### config.mk
export PLATFORM = sky130hd
export DESIGN_NAME = assc_top
export DESIGN_NICKNAME = d
export VERILOG_FILES = /design/src/rtl/assc_pkg.sv /design/src/rtl/assc_result_mem.sv /design/src/rtl/assc_top.sv
export SDC_FILE = /design/constraint.sdc
export NUM_CORES = 1
export LEC_CHECK = 0
export BUFFER_PORTS_ARGS = -buffer_cell sky130_fd_sc_hd__buf_2
export CAP_MARGIN = 20
export CELL_PAD_IN_SITES_DETAIL_PLACEMENT = 1
export CELL_PAD_IN_SITES_GLOBAL_PLACEMENT = 2
export CORE_ASPECT_RATIO = 1.4
export CORE_MARGIN = 1.5
export CORE_UTILIZATION = 38
export DETAILED_ROUTE_END_ITERATION = 10
export PLACE_DENSITY_LB_ADDON = 0.1
export SETUP_SLACK_MARGIN = 0.15
export SLEW_MARGIN = 20
export SYNTH_ARGS = -nofsm -noshare
export SYNTH_HDL_FRONTEND = slang
export SYNTH_SLANG_ARGS = --single-unit
### constraint.sdc
create_clock -name clock -period 2.7 [get_ports clock]
set_clock_uncertainty 0.15 [all_clocks]
set_input_delay 0.135 -clock clock [delete_from_list [all_inputs] [get_ports clock]]
set_output_delay 0.135 -clock clock [all_outputs]
set_load 0.02 [all_outputs]
### src/rtl/assc_pkg.sv
// Package of constants and types for the serial sampling control block
package assc_pkg;

	// ****************************************************************
	// Frame and word layout
	// ****************************************************************
	localparam int WORD_BITS = 16;
	localparam int CMD_MSB = 15;
	localparam int CMD_LSB = 12;
	localparam int DATA_BITS = 12;
	localparam logic [4:0] EDGE_LIMIT = 5'h10;
	localparam logic [4:0] SAMPLE_START_EDGE = 5'h04;
	localparam logic [4:0] EDGE_CNT_RST = 5'h00;

	// ****************************************************************
	// Sampling and conversion timing, result FIFO and multiplexer
	// ****************************************************************
	localparam logic [4:0] SHORT_SAMPLE_SCLKS = 5'h0C;
	localparam logic [4:0] LONG_SAMPLE_SCLKS = 5'h18;
	localparam int CONV_SCLKS = 72;
	localparam int OSC_DIV = 4;
	localparam logic [6:0] CONV_CNT_RST = 7'h00;
	localparam logic [1:0] OSC_CNT_RST = 2'h0;
	localparam logic [11:0] RESULT_RST = 12'h000;
	localparam int FIFO_DEPTH = 8;
	localparam int FIFO_AW = 3;
	localparam int MUX_CHANNELS = 8;
	localparam int SELF_TESTS = 3;

	// ****************************************************************
	// Types
	// ****************************************************************
	typedef enum logic [1:0]
	{
		ASSC_IDLE = 2'b00,
		ASSC_SAMPLE = 2'b01,
		ASSC_CONVERT = 2'b11
	} assc_state_e;

	typedef struct packed
	{
		logic long_sample;
		logic sclk_conv_clk;
		logic [3:0] channel;
	} assc_cfg_s;

	typedef struct packed
	{
		logic [3:0] cmd;
		logic [11:0] data;
	} assc_word_s;

endpackage

### src/rtl/assc_result_mem.sv
// Eight-entry result memory with registered read data
module assc_result_mem
(
	input wire logic clock,
	input wire logic we,
	input wire logic [assc_pkg::FIFO_AW-1:0] waddr,
	input wire logic [assc_pkg::DATA_BITS-1:0] wdata,
	input wire logic [assc_pkg::FIFO_AW-1:0] raddr,
	output logic [assc_pkg::DATA_BITS-1:0] rdata
);
	import assc_pkg::*;

	logic [DATA_BITS-1:0] mem [FIFO_DEPTH];

	always_ff @(posedge clock)
	begin
		if (we)
			mem[waddr] <= wdata;
		rdata <= mem[raddr];
	end

endmodule

### src/rtl/assc_top.sv
// Serial port front end and sampling/conversion start control
// Notes on behaviour
// - Chip select falling clears edge counter, unfloats output, enables input unless frame sync is low.
// - Input stops after sixteen edges or chip select rising.
// - Output floats after chip select rises.
// - Normal sampling begins after the fourth serial clock edge.
// - Normal sampling lasts 12 or 24 serial clocks, programmable.
// - Start pin falling begins sampling the selected channel.
// - Start pin rising holds the sample and begins conversion.
// - Extended sampling lasts exactly while start pin is low.
// - Start pin works without serial clock and with chip select high.
// - Conversion clock may come from the serial clock.
// - Built-in oscillator clocks conversion when serial clock not chosen.
// - Multiplexer selects any input or three self-test voltages.
// - Results are buffered in an eight-entry FIFO.
// - Words MSB first; top four bits command; twelve data bits.
// - Capture on rising clock, or falling clock when frame sync used.
// - Frame sync falling also clears counter and enables input.
// - Output gives 12 result bits, 4 zeros, then floats.
module assc_top
(
	input wire logic clock,
	input wire logic rst,
	input wire logic chip_select_n,
	input wire logic serial_clk,
	input wire logic serial_in,
	input wire logic frame_sync,
	input wire logic conversion_start_n,
	input wire assc_pkg::assc_cfg_s cfg,
	input wire logic fifo_read,
	output logic serial_out_o,
	output logic serial_out_oe_n,
	output assc_pkg::assc_word_s word_out,
	output logic word_valid,
	output logic sampling,
	output logic converting,
	output logic [3:0] mux_select,
	output logic [assc_pkg::FIFO_AW:0] fifo_level
);
	import assc_pkg::*;

	// ****************************************************************
	// Input synchronisers
	// ****************************************************************
	logic [1:0] cs_s1, cs_s2, sck_s1, sck_s2, fs_s1, fs_s2, cst_s1, cst_s2;
	logic sdi_s1, sdi_s2;
	logic cs_d, fs_d;

	always_ff @(posedge clock or posedge rst)
	begin
		if (rst)
		begin
			cs_s1 <= 2'h3;
			cs_s2 <= 2'h3;
			sck_s1 <= 2'h0;
			sck_s2 <= 2'h0;
			fs_s1 <= 2'h3;
			fs_s2 <= 2'h3;
			cst_s1 <= 2'h3;
			cst_s2 <= 2'h3;
			sdi_s1 <= 1'b0;
			sdi_s2 <= 1'b0;
		end
		else
		begin
			cs_s1 <= {cs_s1[0], chip_select_n};
			cs_s2 <= {cs_s2[0], cs_s1[1]};
			sck_s1 <= {sck_s1[0], serial_clk};
			sck_s2 <= {sck_s2[0], sck_s1[1]};
			fs_s1 <= {fs_s1[0], frame_sync};
			fs_s2 <= {fs_s2[0], fs_s1[1]};
			cst_s1 <= {cst_s1[0], conversion_start_n};
			cst_s2 <= {cst_s2[0], cst_s1[1]};
			sdi_s1 <= serial_in;
			sdi_s2 <= sdi_s1;
		end
	end

	// Stage [0] of each s1 is the first flop, [1] the second; s2 holds
	// synchronised value and its previous copy for edge detection.
	assign cs_d = cs_s2[0];
	assign fs_d = fs_s2[0];

	wire cs_fall = cs_s2[1] & ~cs_s2[0];
	wire cs_rise = ~cs_s2[1] & cs_s2[0];
	wire fs_fall = fs_s2[1] & ~fs_s2[0];
	wire sck_rise = ~sck_s2[1] & sck_s2[0];
	wire sck_fall = sck_s2[1] & ~sck_s2[0];
	wire cst_fall = cst_s2[1] & ~cst_s2[0];
	wire cst_rise = ~cst_s2[1] & cst_s2[0];

	// ****************************************************************
	// Frame control and edge counter
	// ****************************************************************
	logic fs_mode_reg, in_en_reg, frame_reg;
	logic [4:0] edge_cnt_reg;
	logic [15:0] shift_reg;

	// With frame sync in use, capture and shift on falling clock edges
	wire active_edge = fs_mode_reg ? sck_fall : sck_rise;
	wire frame_start = cs_fall | (fs_fall & ~cs_d);
	wire edge_take = in_en_reg & active_edge & ~cs_d;
	wire cnt_done = (edge_cnt_reg == EDGE_LIMIT);

	always_ff @(posedge clock or posedge rst)
	begin
		if (rst)
		begin
			fs_mode_reg <= 1'b0;
			in_en_reg <= 1'b0;
			frame_reg <= 1'b0;
			edge_cnt_reg <= EDGE_CNT_RST;
			shift_reg <= 16'h0000;
		end
		else if (frame_start)
		begin
			// Frame sync low at chip select fall waits for its own edge
			fs_mode_reg <= cs_fall ? ~fs_d : 1'b1;
			in_en_reg <= cs_fall ? fs_d : 1'b1;
			frame_reg <= 1'b1;
			edge_cnt_reg <= EDGE_CNT_RST;
		end
		else if (cs_rise)
		begin
			in_en_reg <= 1'b0;
			frame_reg <= 1'b0;
		end
		else if (edge_take)
		begin
			shift_reg <= {shift_reg[14:0], sdi_s2};
			edge_cnt_reg <= edge_cnt_reg + 5'h01;
			if (edge_cnt_reg == EDGE_LIMIT - 5'h01)
				in_en_reg <= 1'b0;
		end
	end

	// Word strobe once the sixteenth bit has landed
	always_ff @(posedge clock or posedge rst)
	begin
		if (rst)
		begin
			word_valid <= 1'b0;
			word_out <= '0;
		end
		else
		begin
			word_valid <= edge_take & (edge_cnt_reg == EDGE_LIMIT - 5'h01);
			if (edge_take & (edge_cnt_reg == EDGE_LIMIT - 5'h01))
				word_out <= {shift_reg[14:0], sdi_s2};
		end
	end

	// ****************************************************************
	// Serial output
	// ****************************************************************
	logic [DATA_BITS-1:0] out_word_reg;
	logic [DATA_BITS-1:0] fifo_rdata;
	wire [15:0] out_frame = {out_word_reg, 4'h0};
	wire [3:0] out_idx = 4'hF - edge_cnt_reg[3:0];

	always_ff @(posedge clock or posedge rst)
	begin
		if (rst)
		begin
			serial_out_oe_n <= 1'b1;
			serial_out_o <= 1'b0;
		end
		else
		begin
			// Float once chip select rises or sixteen bits are out
			serial_out_oe_n <= ~frame_reg | cs_d | cnt_done;
			serial_out_o <= out_frame[out_idx];
		end
	end

	// ****************************************************************
	// Sampling and conversion
	// ****************************************************************
	assc_state_e state_reg, state_next;
	logic [4:0] samp_cnt_reg;
	logic [6:0] conv_cnt_reg;
	logic [1:0] osc_cnt_reg;
	logic ext_reg;
	logic [DATA_BITS-1:0] result_reg;

	wire normal_go = edge_take & (edge_cnt_reg == SAMPLE_START_EDGE - 5'h01);
	wire [4:0] samp_len = cfg.long_sample ? LONG_SAMPLE_SCLKS
		: SHORT_SAMPLE_SCLKS;
	wire internal_conv_oscillator = (osc_cnt_reg == OSC_DIV[1:0] - 2'h1);
	wire conv_tick = cfg.sclk_conv_clk ? sck_rise
		: internal_conv_oscillator;
	wire samp_done = ext_reg ? cst_rise
		: (sck_rise & (samp_cnt_reg == samp_len - 5'h01));
	wire conv_done = conv_tick & (conv_cnt_reg == CONV_SCLKS[6:0] - 7'h01);

	always_comb
	begin
		state_next = state_reg;
		unique case (state_reg)
			ASSC_IDLE:
				if (cst_fall | normal_go)
					state_next = ASSC_SAMPLE;
			ASSC_SAMPLE:
				if (samp_done)
					state_next = ASSC_CONVERT;
			ASSC_CONVERT:
				if (conv_done)
					state_next = ASSC_IDLE;
			default:
				state_next = ASSC_IDLE;
		endcase
	end

	always_ff @(posedge clock or posedge rst)
	begin
		if (rst)
		begin
			state_reg <= ASSC_IDLE;
			samp_cnt_reg <= EDGE_CNT_RST;
			conv_cnt_reg <= CONV_CNT_RST;
			osc_cnt_reg <= OSC_CNT_RST;
			ext_reg <= 1'b0;
			result_reg <= RESULT_RST;
		end
		else
		begin
			state_reg <= state_next;
			osc_cnt_reg <= osc_cnt_reg + 2'h1;
			if (state_reg == ASSC_IDLE)
			begin
				ext_reg <= cst_fall;
				samp_cnt_reg <= EDGE_CNT_RST;
				conv_cnt_reg <= CONV_CNT_RST;
			end
			if (state_reg == ASSC_SAMPLE & sck_rise)
				samp_cnt_reg <= samp_cnt_reg + 5'h01;
			if (state_reg == ASSC_CONVERT & conv_tick)
				conv_cnt_reg <= conv_cnt_reg + 7'h01;
			// Analog result is modelled by the configured channel number at conversion end
			if (conv_done)
				result_reg <= {8'h00, cfg.channel};
		end
	end

	always_ff @(posedge clock or posedge rst)
	begin
		if (rst)
		begin
			sampling <= 1'b0;
			converting <= 1'b0;
			mux_select <= 4'h0;
		end
		else
		begin
			sampling <= state_next == ASSC_SAMPLE;
			converting <= state_next == ASSC_CONVERT;
			// Codes 0-7 are inputs, 8-10 the self-test voltages
			if (state_reg == ASSC_IDLE)
				mux_select <= cfg.channel;
		end
	end

	// ****************************************************************
	// Result FIFO
	// ****************************************************************
	logic [FIFO_AW:0] wr_ptr_reg, rd_ptr_reg;
	wire fifo_full = fifo_level == 4'h8;
	wire fifo_pop = fifo_read & (fifo_level != 4'h0);
	wire fifo_push = conv_done & ~fifo_full;

	assc_result_mem u_mem
	(
		.clock(clock),
		.we(fifo_push),
		.waddr(wr_ptr_reg[FIFO_AW-1:0]),
		.wdata({8'h00, cfg.channel}),
		.raddr(rd_ptr_reg[FIFO_AW-1:0]),
		.rdata(fifo_rdata)
	);

	always_ff @(posedge clock or posedge rst)
	begin
		if (rst)
		begin
			wr_ptr_reg <= 4'h0;
			rd_ptr_reg <= 4'h0;
			fifo_level <= 4'h0;
			out_word_reg <= RESULT_RST;
		end
		else
		begin
			if (fifo_push)
				wr_ptr_reg <= wr_ptr_reg + 4'h1;
			if (fifo_pop)
				rd_ptr_reg <= rd_ptr_reg + 4'h1;
			fifo_level <= fifo_level + {3'h0, fifo_push} - {3'h0, fifo_pop};
			// Latch the output word at frame start so it is stable
			if (frame_start)
				out_word_reg <= fifo_pop ? fifo_rdata : result_reg;
		end
	end

endmodule

==> results.py, run 1 <==
metrics = {
    "run_status": {
        "status": "completed",
    },
    "place": {
        "place_congestion": 0.709,
        "port-buffer-count": 42,
        "dp_hpwl_microns": 7550,
        "dp_slack_ns": 0.0756,
    },
    "routing": {
        "drt_iter0_drc": 100,
        "num_vias": 3258,
        "drtAntennaViolNets": 0,
        "drc": 0,
        "wl_per_cell_microns": 16.2,
        "via_per_inst": 4.88,
        "routed_wl_microns": 10800,
        "dr.pass1.iters": 4,
    },
    "setup_path": {
        "r2r_start": "conv_cnt_reg[5]$_DFFE_PP0P_",
        "ff2ff_setup_slack_ns": 0.17,
        "start_kind": "register",
        "critPathKind": "reg2reg",
        "worstRegToRegCells": 9,
        "r2r-end": "fifo_level[1]$_DFF_PP0_",
        "worstPathMaxFanout": 3,
        "required_ns": 2.86,
        "critPathCaptureType": "register",
        "cp_data_arrival_time_ns": 2.69,
    },
    "timing": {
        "rsz0062_at_grt": "true",
        "worst_hold_slack_ns": 0.0977,
        "min_period_ns": 2.53,
        "setup_ws_ns": 0.170,
        "relSlewSlack": 0.578,
        "final_hold_viol_count": 0,
        "fin_crit_sh": 0.937,
        "maxSlewViolCount": 0,
        "max_slew.worst_pin.slew_ns": 0.631,
        "setup_tns_ns": 0,
        "setup_viol": 0,
        "timing.fmax_mhz": 395,
    },
    "floorplanning": {
        "start_util": 0.387,
        "die_w_microns": 106,
        "die_h_microns": 147,
        "io_pins": 43,
        "die_area_sq_mm": 0.0155,
        "rows": 52,
        "fp.coreArea_sq_mm": 0.0144,
    },
    "synthesis": {
        "async_reset_ff_frac": 0.737,
        "syn_area_per_cell_sq_um": 14.3,
        "syn_area_sq_mm": 0.00559,
        "yosysUniqueCellTypes": 54,
        "synth-edff-count": 32,
        "synth_nets": 421,
        "synth_area_leaders": "dfrtp_1, edfxtp_1, dfstp_2, mux2_2, mux4_2",
        "yosysSeqAreaShare": 0.641,
        "ys.flop_type": "dfrtp_1",
        "synth_area_leader_cell": "dfrtp_1",
        "synth_top_area_frac": 0.394,
        "synthCells": 392,
        "ys_seq_elements": 137,
        "yosys_warnings": 0,
    },
    "power": {
        "swShare": 0.241,
        "p_int_mw": 4.23,
        "leakagePower_nw": 3.02,
        "p_comb_frac": 0.134,
        "p_seq_frac": 0.445,
        "ir_worst_vdd_mv": 0.491,
        "switching_power_mw": 1.34,
        "clkPwrFrac": 0.421,
        "p_per_area_mw_per_mm2": 817,
    },
    "clock_tree": {
        "cts_buffers": 17,
        "root_buffer": "clkbuf_16",
        "clock_path_buffers": 2,
        "htree_levels": 4,
        "cts_num_sinks": 137,
        "clock_latency_ns": 0.42,
        "cts_tree": "done",
        "cts.clk_slew.worst_paths_ns": 0.05,
    },
    "grt": {
        "grt_busiest_layer": "met2",
        "grt_max_degree": 45,
        "grt-ovfl-total": 0,
        "grtUsageMet1": 0.175,
        "grt_first_pass_wirelength_microns": 18300,
        "grt_pass1_vias": 3636,
        "grtUsageMet2": 0.273,
        "grt_use_total": 0.156,
        "grt_antenna_before_repair": 0,
        "met3_usage": 0.0473,
    },
    "min_path": {
        "hold_path_class": "in2reg",
        "holdPathStages": 3,
        "hp-start": "fifo_read",
        "hold_end": "rd_ptr_reg[0]$_DFFE_PP0N_",
    },
    "layout": {
        "fin_util": 0.472,
        "area_delta_synth_final_pct": 22.0,
        "layout_commonest_cell": "dfrtp_1",
        "final_net_count": 494,
        "antenna_cells": 0,
        "largest_reg_flops": 32,
        "multi_input_area_sq_mm": 0.00192,
        "layout_common_cells": "dfrtp_1, buf_2, nand2_1, edfxtp_1, mux2_2",
        "fillers": 1487,
        "layout-drive-gt1-share": 0.333,
        "seqCellArea_sq_mm": 0.00358,
    },
    "run": {
        "drv_cap": 0,
    },
}
## synth_stat cells (9+ instances only)
cell type  instances
mux2_4            11
o21ai_0           12
nor2_1            18
nand2_1           40
edfxtp_1          32
dfrtp_1           88
mux2i_1            9
mux2_2            30
inv_1             17
nand3_1           13
ha_1              14
dfstp_2           13
## area by class of cell
cell class                      count  share of cell area
Clock inverter                     10              0.0222
Sequential cell                   137               0.525
Inverter                           18              0.0105
Multi-Input combinational cell    227               0.282
Clock buffer                       22              0.0651
Tap cell                          189              0.0347
Timing Repair Buffer               64              0.0605
## cell families after synthesis
kind of cell,share of synthesized area
compound gates,0.0522
fa+ha+maj,0.0349
mux,0.138
flops,0.641
xor+xnor,0.0157
buf+inv,0.0217
simple gates,0.0960
## routing by layer
metal  vias up  part of all wire
li1       1543                 -
met1      1651              0.41
met2        48              0.54
met3        16             0.032
met4         0             0.017
met5         -                 0
## power groups by stage
stage               clock [mW]  sequential, mW  combinational, mW
detailed placement           0            2.52              0.759
global placement             0            2.52              0.738
global route              2.49            2.51              0.855
finish                    2.34            2.48              0.747
floorplan                    0            2.48              0.576
CTS                       2.42            2.49              0.773
## critical path: stages (launching register included)
cell and delay [ns]:
dfrtp_1 0.38, or4b_4 0.55, a211oi_4 0.24, nand2_4 0.11
ha_4 0.22, inv_2 0.06, ha_4 0.12, inv_2 0.04
fa_2 0.52, inv_1 0.04
## worst max-delay path by stage
stage                                     start                       to  slack, ns  cells past startpoint
CTS                 conv_cnt_reg[5]$_DFFE_PP0P_  fifo_level[1]$_DFF_PP0_       0.15                      9
detailed placement  conv_cnt_reg[5]$_DFFE_PP0P_  fifo_level[1]$_DFF_PP0_       0.08                      9
finish              conv_cnt_reg[5]$_DFFE_PP0P_  fifo_level[1]$_DFF_PP0_       0.17                      9
floorplan           conv_cnt_reg[3]$_DFFE_PP0P_  fifo_level[1]$_DFF_PP0_      -0.01                      9
global placement    conv_cnt_reg[5]$_DFFE_PP0P_  fifo_level[1]$_DFF_PP0_        0.1                      9
global route        conv_cnt_reg[5]$_DFFE_PP0P_  fifo_level[1]$_DFF_PP0_       0.09                      9
## stage by stage
| step | std cells | total power, mW | instance area, sq um |
|---|---|---|---|
| after floorplan | 392 | 3.05 | 5630 |
| after global placement | 623 | 3.25 | 6110 |
| after detailed placement | 623 | 3.28 | 6110 |
| after CTS | 666 | 5.68 | 6810 |
| after global routing | 667 | 5.86 | 6820 |
| final | 667 | 5.57 | 6820 |
## what timing repair did
item | in CTS | in global routing
pin swaps | 2 | 2
setup buffers | 1 | 1
gates resized for setup | 0 | 2
endpoints found under the setup margin | 4 | 11
hold buffers | 10 | 0
hold endpoints to repair | 62 | 0
Power figures use the tool's default switching activity.
==> inputs of run 2 (changes only) <==
--- a/config.mk
+++ b/config.mk
@@ -5,7 +5,7 @@
 export SDC_FILE = /design/constraint.sdc
 export NUM_CORES = 1
 export LEC_CHECK = 0
-export BUFFER_PORTS_ARGS = -buffer_cell sky130_fd_sc_hd__buf_2
+export BUFFER_PORTS_ARGS = -buffer_cell sky130_fd_sc_hd__buf_4
 export CAP_MARGIN = 20
 export CELL_PAD_IN_SITES_DETAIL_PLACEMENT = 1
 export CELL_PAD_IN_SITES_GLOBAL_PLACEMENT = 2
==> run 2 against run 1 <==
Compared with the run above: routed wire length up 1.1%; worst hold slack better by 0.014 ns; critical endpoint unchanged; first-iteration DRC count rose by 6.0%; non-clock buffer count stayed put; worst setup slack better by 0.025 ns; cell area rose by 1.8%.
==> results.py, run 2 (synthesis results as in run 1) <==
metrics = {
    "power": {
        "switching_power_mw": 1.35,
        "p_comb_frac": 0.139,
        "ir_worst_vdd_mv": 0.441,
        "p_per_area_mw_per_mm2": 808,
        "p_total_mw": 5.61,
        "p_seq_frac": 0.442,
        "leakagePower_nw": 3.05,
        "clkPwrFrac": 0.419,
        "p_int_mw": 4.26,
        "swShare": 0.241,
    },
    "grt": {
        "grt_pass1_vias": 3535,
        "grt_max_degree": 102,
        "grt_antenna_before_repair": 0,
        "grt_first_pass_wirelength_microns": 18400,
        "grt-ovfl-total": 0,
        "grt_use_total": 0.156,
    },
    "timing": {
        "rsz0062_at_grt": "true",
        "min_period_ns": 2.50,
        "max_slew.worst_pin.slew_ns": 0.594,
        "final_hold_viol_count": 0,
        "setup_viol": 0,
        "fin_crit_sh": 0.928,
        "worst_hold_slack_ns": 0.112,
        "setup_tns_ns": 0,
        "timing.fmax_mhz": 399,
        "maxSlewViolCount": 0,
        "relSlewSlack": 0.599,
    },
    "routing": {
        "drtAntennaViolNets": 0,
        "drt_iter0_drc": 106,
        "via_per_inst": 4.96,
        "drc": 0,
        "num_vias": 3307,
        "wl_per_cell_microns": 16.4,
        "dr.pass1.iters": 4,
        "routed_wl_microns": 11000,
    },
    "setup_path": {
        "start_kind": "register",
        "max_stage_delay_ns": 0.55,
        "critPathCaptureType": "register",
        "r2r-end": "fifo_level[1]$_DFF_PP0_",
        "r2r_start": "conv_cnt_reg[4]$_DFFE_PP0P_",
        "worstPathMaxFanout": 2,
        "critPathKind": "reg2reg",
        "crit_path_end": "fifo_level[1]$_DFF_PP0_",
        "path_cells": "or4b_4 -> a211oi_4 -> nand2_4 -> ha_4 -> inv_4 -> ha_4 -> inv_2 -> fa_2 -> inv_1",
        "ff2ff_setup_slack_ns": 0.20,
        "required_ns": 2.86,
        "crit_path_frequent_cell": "ha_4",
        "cp_data_arrival_time_ns": 2.67,
        "worstRegToRegCells": 9,
        "critPathSlowestCell": "or4b_4",
        "crit_start": "conv_cnt_reg[4]$_DFFE_PP0P_",
    },
    "layout": {
        "antenna_cells": 0,
        "largest_reg_flops": 32,
        "area_delta_synth_final_pct": 24.2,
        "layout-drive-gt1-share": 0.343,
        "final_net_count": 494,
        "layout_commonest_cell": "dfrtp_1",
        "fin_cells": 667,
        "layout_common_cells": "dfrtp_1, buf_4, nand2_1, edfxtp_1, mux2_2",
        "finish.instance_area_sq_mm": 0.00695,
    },
    "clock_tree": {
        "cts.clk_slew.worst_paths_ns": 0.06,
        "cts_num_sinks": 137,
        "root_buffer": "clkbuf_16",
        "htree_levels": 4,
        "clock_latency_ns": 0.42,
        "cts_buffers": 17,
        "clock_path_buffers": 2,
        "cts_tree": "done",
    },
    "floorplanning": {
        "rows": 52,
        "die_area_sq_mm": 0.0155,
        "io_pins": 43,
        "fp.coreArea_sq_mm": 0.0144,
        "die_h_microns": 147,
        "die_w_microns": 106,
        "start_util": 0.387,
    },
    "place": {
        "dpl_cell_area_sq_mm": 0.00620,
        "dp_hpwl_microns": 7310,
        "place_congestion": 0.726,
        "dp_cells": 622,
        "port-buffer-count": 42,
    },
    "min_path": {
        "hold_path_class": "in2reg",
    },
    "run": {
        "drv_cap": 0,
    },
    "run_status": {
        "status": "completed",
    },
}
## run 2: changes by cell type in the layout (fill, tap and decap cells not counted)
| cell | delta |
|---|---|
| buf_4 | +42 |
| inv_1 | -1 |
| buf_2 | -42 |
| nor2_2 | +2 |
| ha_1 | -1 |
| inv_4 | +1 |
| clkinv_2 | +2 |
| clkinvlp_4 | -1 |
| nor2_1 | -2 |
| ha_4 | +1 |
| clkinv_1 | -1 |
## run 2: metal layers
metal	vias to the layer above	share of wire	GRT usage	wire length, microns
met2	59	0.54	0.270	5870
met1	1688	0.42	0.181	4560
met4	0	0.014	0.0507	148
met3	14	0.034	0.0545	373
met5	-	0	0	0
li1	1546	-	-	-
## run 2: worst max-delay path: cells and delay by family, from the launching register on
family | cells | cell delay (ns)
adder cells (fa/ha/maj) | 3 | 0.86
AND/OR/NAND/NOR | 2 | 0.65
flip-flops | 1 | 0.38
AO/OA/AOI/OAI | 1 | 0.24
buffers and inverters | 3 | 0.13
## run 2: timing repair
action,CTS,global route
hold buffers,10,0
setup buffers,1,2
endpoints found under the setup margin,11,18
hold endpoints to repair,133,0
pin swaps,3,3
gates resized for setup,0,7
## run 2: layout make-up
cell class	instances	area (sq um)
clock buffer	22	444
clock inverter	10	150
fill	1499	7500
inverter	18	73.8
multi-input combinational	227	1940
sequential	137	3580
tap	189	236
timing repair buffer	64	518
## run 2: worst min-delay path by stage
stage | depth (start not counted) | slack [ns] | from | end
2_1_floorplan | 0 | -0.01 | chip_select_n | cs_s1[0]$_DFF_PP1_
3_3_place_gp | 1 | 0.09 | frame_sync | fs_s1[0]$_DFF_PP1_
4_1_cts | 4 | 0.1 | fifo_read | rd_ptr_reg[1]$_DFFE_PP0N_
3_5_place_dp | 1 | 0.1 | chip_select_n | cs_s1[0]$_DFF_PP1_
5_1_grt | 4 | 0.12 | fifo_read | rd_ptr_reg[1]$_DFFE_PP0N_
6_report | 4 | 0.11 | fifo_read | rd_ptr_reg[1]$_DFFE_PP0N_
## run 2: power groups by stage
stage	Combinational, mW	Clock, mW	Sequential, mW
CTS	0.795	2.43	2.49
global route	0.886	2.51	2.51
finish	0.782	2.35	2.48
detailed placement	0.779	0	2.52
global placement	0.764	0	2.52
floorplan	0.576	0	2.48
## run 2: stage by stage
stage / setup WS, ns / utilization
3_5_place_dp: 0.0714 / 0.429
6_report: 0.195 / 0.481
5_1_grt: 0.107 / 0.481
2_1_floorplan: -0.0132 / -
3_3_place_gp: 0.109 / 0.429
4_1_cts: 0.174 / 0.478
==> inputs of run 3 (changes only) <==
--- a/config.mk
+++ b/config.mk
@@ -5,7 +5,7 @@
 export SDC_FILE = /design/constraint.sdc
 export NUM_CORES = 1
 export LEC_CHECK = 0
-export BUFFER_PORTS_ARGS = -buffer_cell sky130_fd_sc_hd__buf_4
+export BUFFER_PORTS_ARGS = -buffer_cell sky130_fd_sc_hd__buf_2
 export CAP_MARGIN = 20
 export CELL_PAD_IN_SITES_DETAIL_PLACEMENT = 1
 export CELL_PAD_IN_SITES_GLOBAL_PLACEMENT = 2
@@ -13,7 +13,7 @@
 export CORE_MARGIN = 1.5
 export CORE_UTILIZATION = 38
 export DETAILED_ROUTE_END_ITERATION = 10
-export PLACE_DENSITY_LB_ADDON = 0.1
+export PLACE_DENSITY_LB_ADDON = 0.25
 export SETUP_SLACK_MARGIN = 0.15
 export SLEW_MARGIN = 20
 export SYNTH_ARGS = -nofsm -noshare
==> constraint.sdc (replaced) <==
create_clock -name clock -period 2.7 [get_ports clock]
set_clock_uncertainty 0.15 [all_clocks]
set_input_delay 0.135 -clock clock [delete_from_list [all_inputs] [get_ports clock]]
set_output_delay 0.135 -clock clock [all_outputs]
set_load 0.1 [all_outputs]
==> run 3 against run 2 <==
Compared with the run above: cell count down 0.45%; combinational power up 23%; flip-flop and latch count unchanged; worst setup slack got worse by 0.0058 ns; global-route usage grew 0.37 points; first-iteration DRC count rose by 10%; register-to-register slack about the same; core utilization decreased by 1.2 points; routed wire length shrank 0.80%; sequential power about the same.
==> results.py, run 3 (synthesis results as in run 1) <==
metrics = {
    "timing": {
        "fin_crit_sh": 0.930,
        "timing.fmax_mhz": 398,
        "worst_hold_slack_ns": 0.115,
        "maxSlewViolCount": 0,
        "setup_viol": 0,
        "setup_tns_ns": 0,
        "min_period_ns": 2.51,
        "setup_ws_ns": 0.189,
        "relSlewSlack": 0.533,
        "final_hold_viol_count": 0,
        "max_slew.worst_pin.slew_ns": 0.699,
        "rsz0062_at_grt": "true",
    },
    "floorplanning": {
        "io_pins": 43,
        "die_w_microns": 106,
        "die_area_sq_mm": 0.0155,
        "rows": 52,
        "die_h_microns": 147,
        "start_util": 0.387,
        "fp.coreArea_sq_mm": 0.0144,
    },
    "grt": {
        "grt_pass1_vias": 3760,
        "grt_max_degree": 38,
        "grt_antenna_before_repair": 0,
        "grt-ovfl-total": 0,
        "grt_first_pass_wirelength_microns": 18800,
        "grt_use_total": 0.160,
    },
    "layout": {
        "layout_common_cells": "dfrtp_1, buf_2, nand2_1, edfxtp_1, mux2_2",
        "fin_util": 0.469,
        "fin_cells": 664,
        "seqCellArea_sq_mm": 0.00359,
        "layout_commonest_cell": "dfrtp_1",
        "fillers": 1507,
        "finish.instance_area_sq_mm": 0.00677,
        "layout-drive-gt1-share": 0.354,
        "antenna_cells": 0,
        "largest_reg_flops": 32,
        "area_delta_synth_final_pct": 21.2,
        "multi_input_area_sq_mm": 0.00192,
        "final_net_count": 491,
    },
    "clock_tree": {
        "htree_levels": 4,
        "cts_num_sinks": 137,
        "clock_latency_ns": 0.42,
        "cts_tree": "done",
        "root_buffer": "clkbuf_16",
        "clock_path_buffers": 2,
        "cts_buffers": 17,
        "cts.clk_slew.worst_paths_ns": 0.06,
    },
    "setup_path": {
        "required_ns": 2.87,
        "start_kind": "register",
        "critPathSlowestCell": "fa_2",
        "r2r-end": "fifo_level[1]$_DFF_PP0_",
        "critPathKind": "reg2reg",
        "cp_data_arrival_time_ns": 2.68,
        "worstRegToRegCells": 9,
        "r2r_start": "conv_cnt_reg[4]$_DFFE_PP0P_",
        "critPathCaptureType": "register",
        "path_cells": "or4b_4 -> a211oi_4 -> nand2_4 -> ha_4 -> inv_2 -> ha_4 -> inv_2 -> fa_2 -> inv_1",
        "worstPathMaxFanout": 5,
        "ff2ff_setup_slack_ns": 0.19,
        "max_stage_delay_ns": 0.52,
    },
    "min_path": {
        "hp-start": "cfg[4]",
        "holdPathStages": 5,
        "hold_path_class": "in2reg",
        "hold_end": "wr_ptr_reg[0]$_DFFE_PP0P_",
    },
    "place": {
        "dp_hpwl_microns": 7620,
        "place_congestion": 0.730,
        "port-buffer-count": 42,
        "dpl_cell_area_sq_mm": 0.00610,
        "dp_slack_ns": 0.0879,
        "dp_cells": 621,
    },
    "power": {
        "p_total_mw": 5.67,
        "leakagePower_nw": 2.98,
        "ir_worst_vdd_mv": 0.734,
        "p_per_area_mw_per_mm2": 837,
    },
    "routing": {
        "drc": 0,
        "drtAntennaViolNets": 0,
        "routed_wl_microns": 10900,
        "drt_iter0_drc": 117,
        "dr.pass1.iters": 4,
        "num_vias": 3294,
        "wl_per_cell_microns": 16.4,
        "via_per_inst": 4.96,
    },
    "run_status": {
        "status": "completed",
    },
    "run": {
        "drv_cap": 0,
    },
}
[run 3: power by group]
group          switching (mW)  internal (mW)
Sequential              0.193           2.31
Clock                   0.866           1.34
Combinational           0.570          0.392
[run 3: worst max-delay path by stage]
stage / from / to / cells past startpoint
2_1_floorplan: conv_cnt_reg[3]$_DFFE_PP0P_ / fifo_level[1]$_DFF_PP0_ / 9
3_3_place_gp: conv_cnt_reg[5]$_DFFE_PP0P_ / fifo_level[1]$_DFF_PP0_ / 9
3_5_place_dp: conv_cnt_reg[5]$_DFFE_PP0P_ / fifo_level[1]$_DFF_PP0_ / 9
4_1_cts: conv_cnt_reg[4]$_DFFE_PP0P_ / fifo_level[1]$_DFF_PP0_ / 9
5_1_grt: conv_cnt_reg[4]$_DFFE_PP0P_ / fifo_level[1]$_DFF_PP0_ / 9
6_report: conv_cnt_reg[4]$_DFFE_PP0P_ / fifo_level[1]$_DFF_PP0_ / 9
[run 3: what timing repair did]
item,in CTS,in global routing
setup endpoints to repair,1,6
pin swaps,1,0
gates resized for setup,0,1
endpoints found under the hold margin,64,0
hold buffers,10,0
buffers inserted,1,0
[run 3: layout make-up]
class,instances,area share
Inverter,18,0.0105
Multi-Input combinational cell,227,0.283
Sequential cell,137,0.530
Clock inverter,11,0.0144
Clock buffer,21,0.0696
Timing Repair Buffer,61,0.0576
Tap cell,189,0.0349
[run 3: critical path, delay by kind of cell (launching register included)]
kind	cells	cell delay [ns]
buf+inv	3	0.13
simple gates	2	0.60
compound gates	1	0.22
fa+ha+maj	3	0.86
flops	1	0.43
[run 3: per-layer routing]
| layer | vias to the layer above | GRT usage | share of wire |
|---|---|---|---|
| met5 | - | 0 | 0 |
| met4 | 0 | 0.0716 | 0.021 |
| met3 | 20 | 0.0496 | 0.036 |
| met2 | 63 | 0.282 | 0.54 |
| met1 | 1674 | 0.176 | 0.41 |
| li1 | 1537 | - | - |
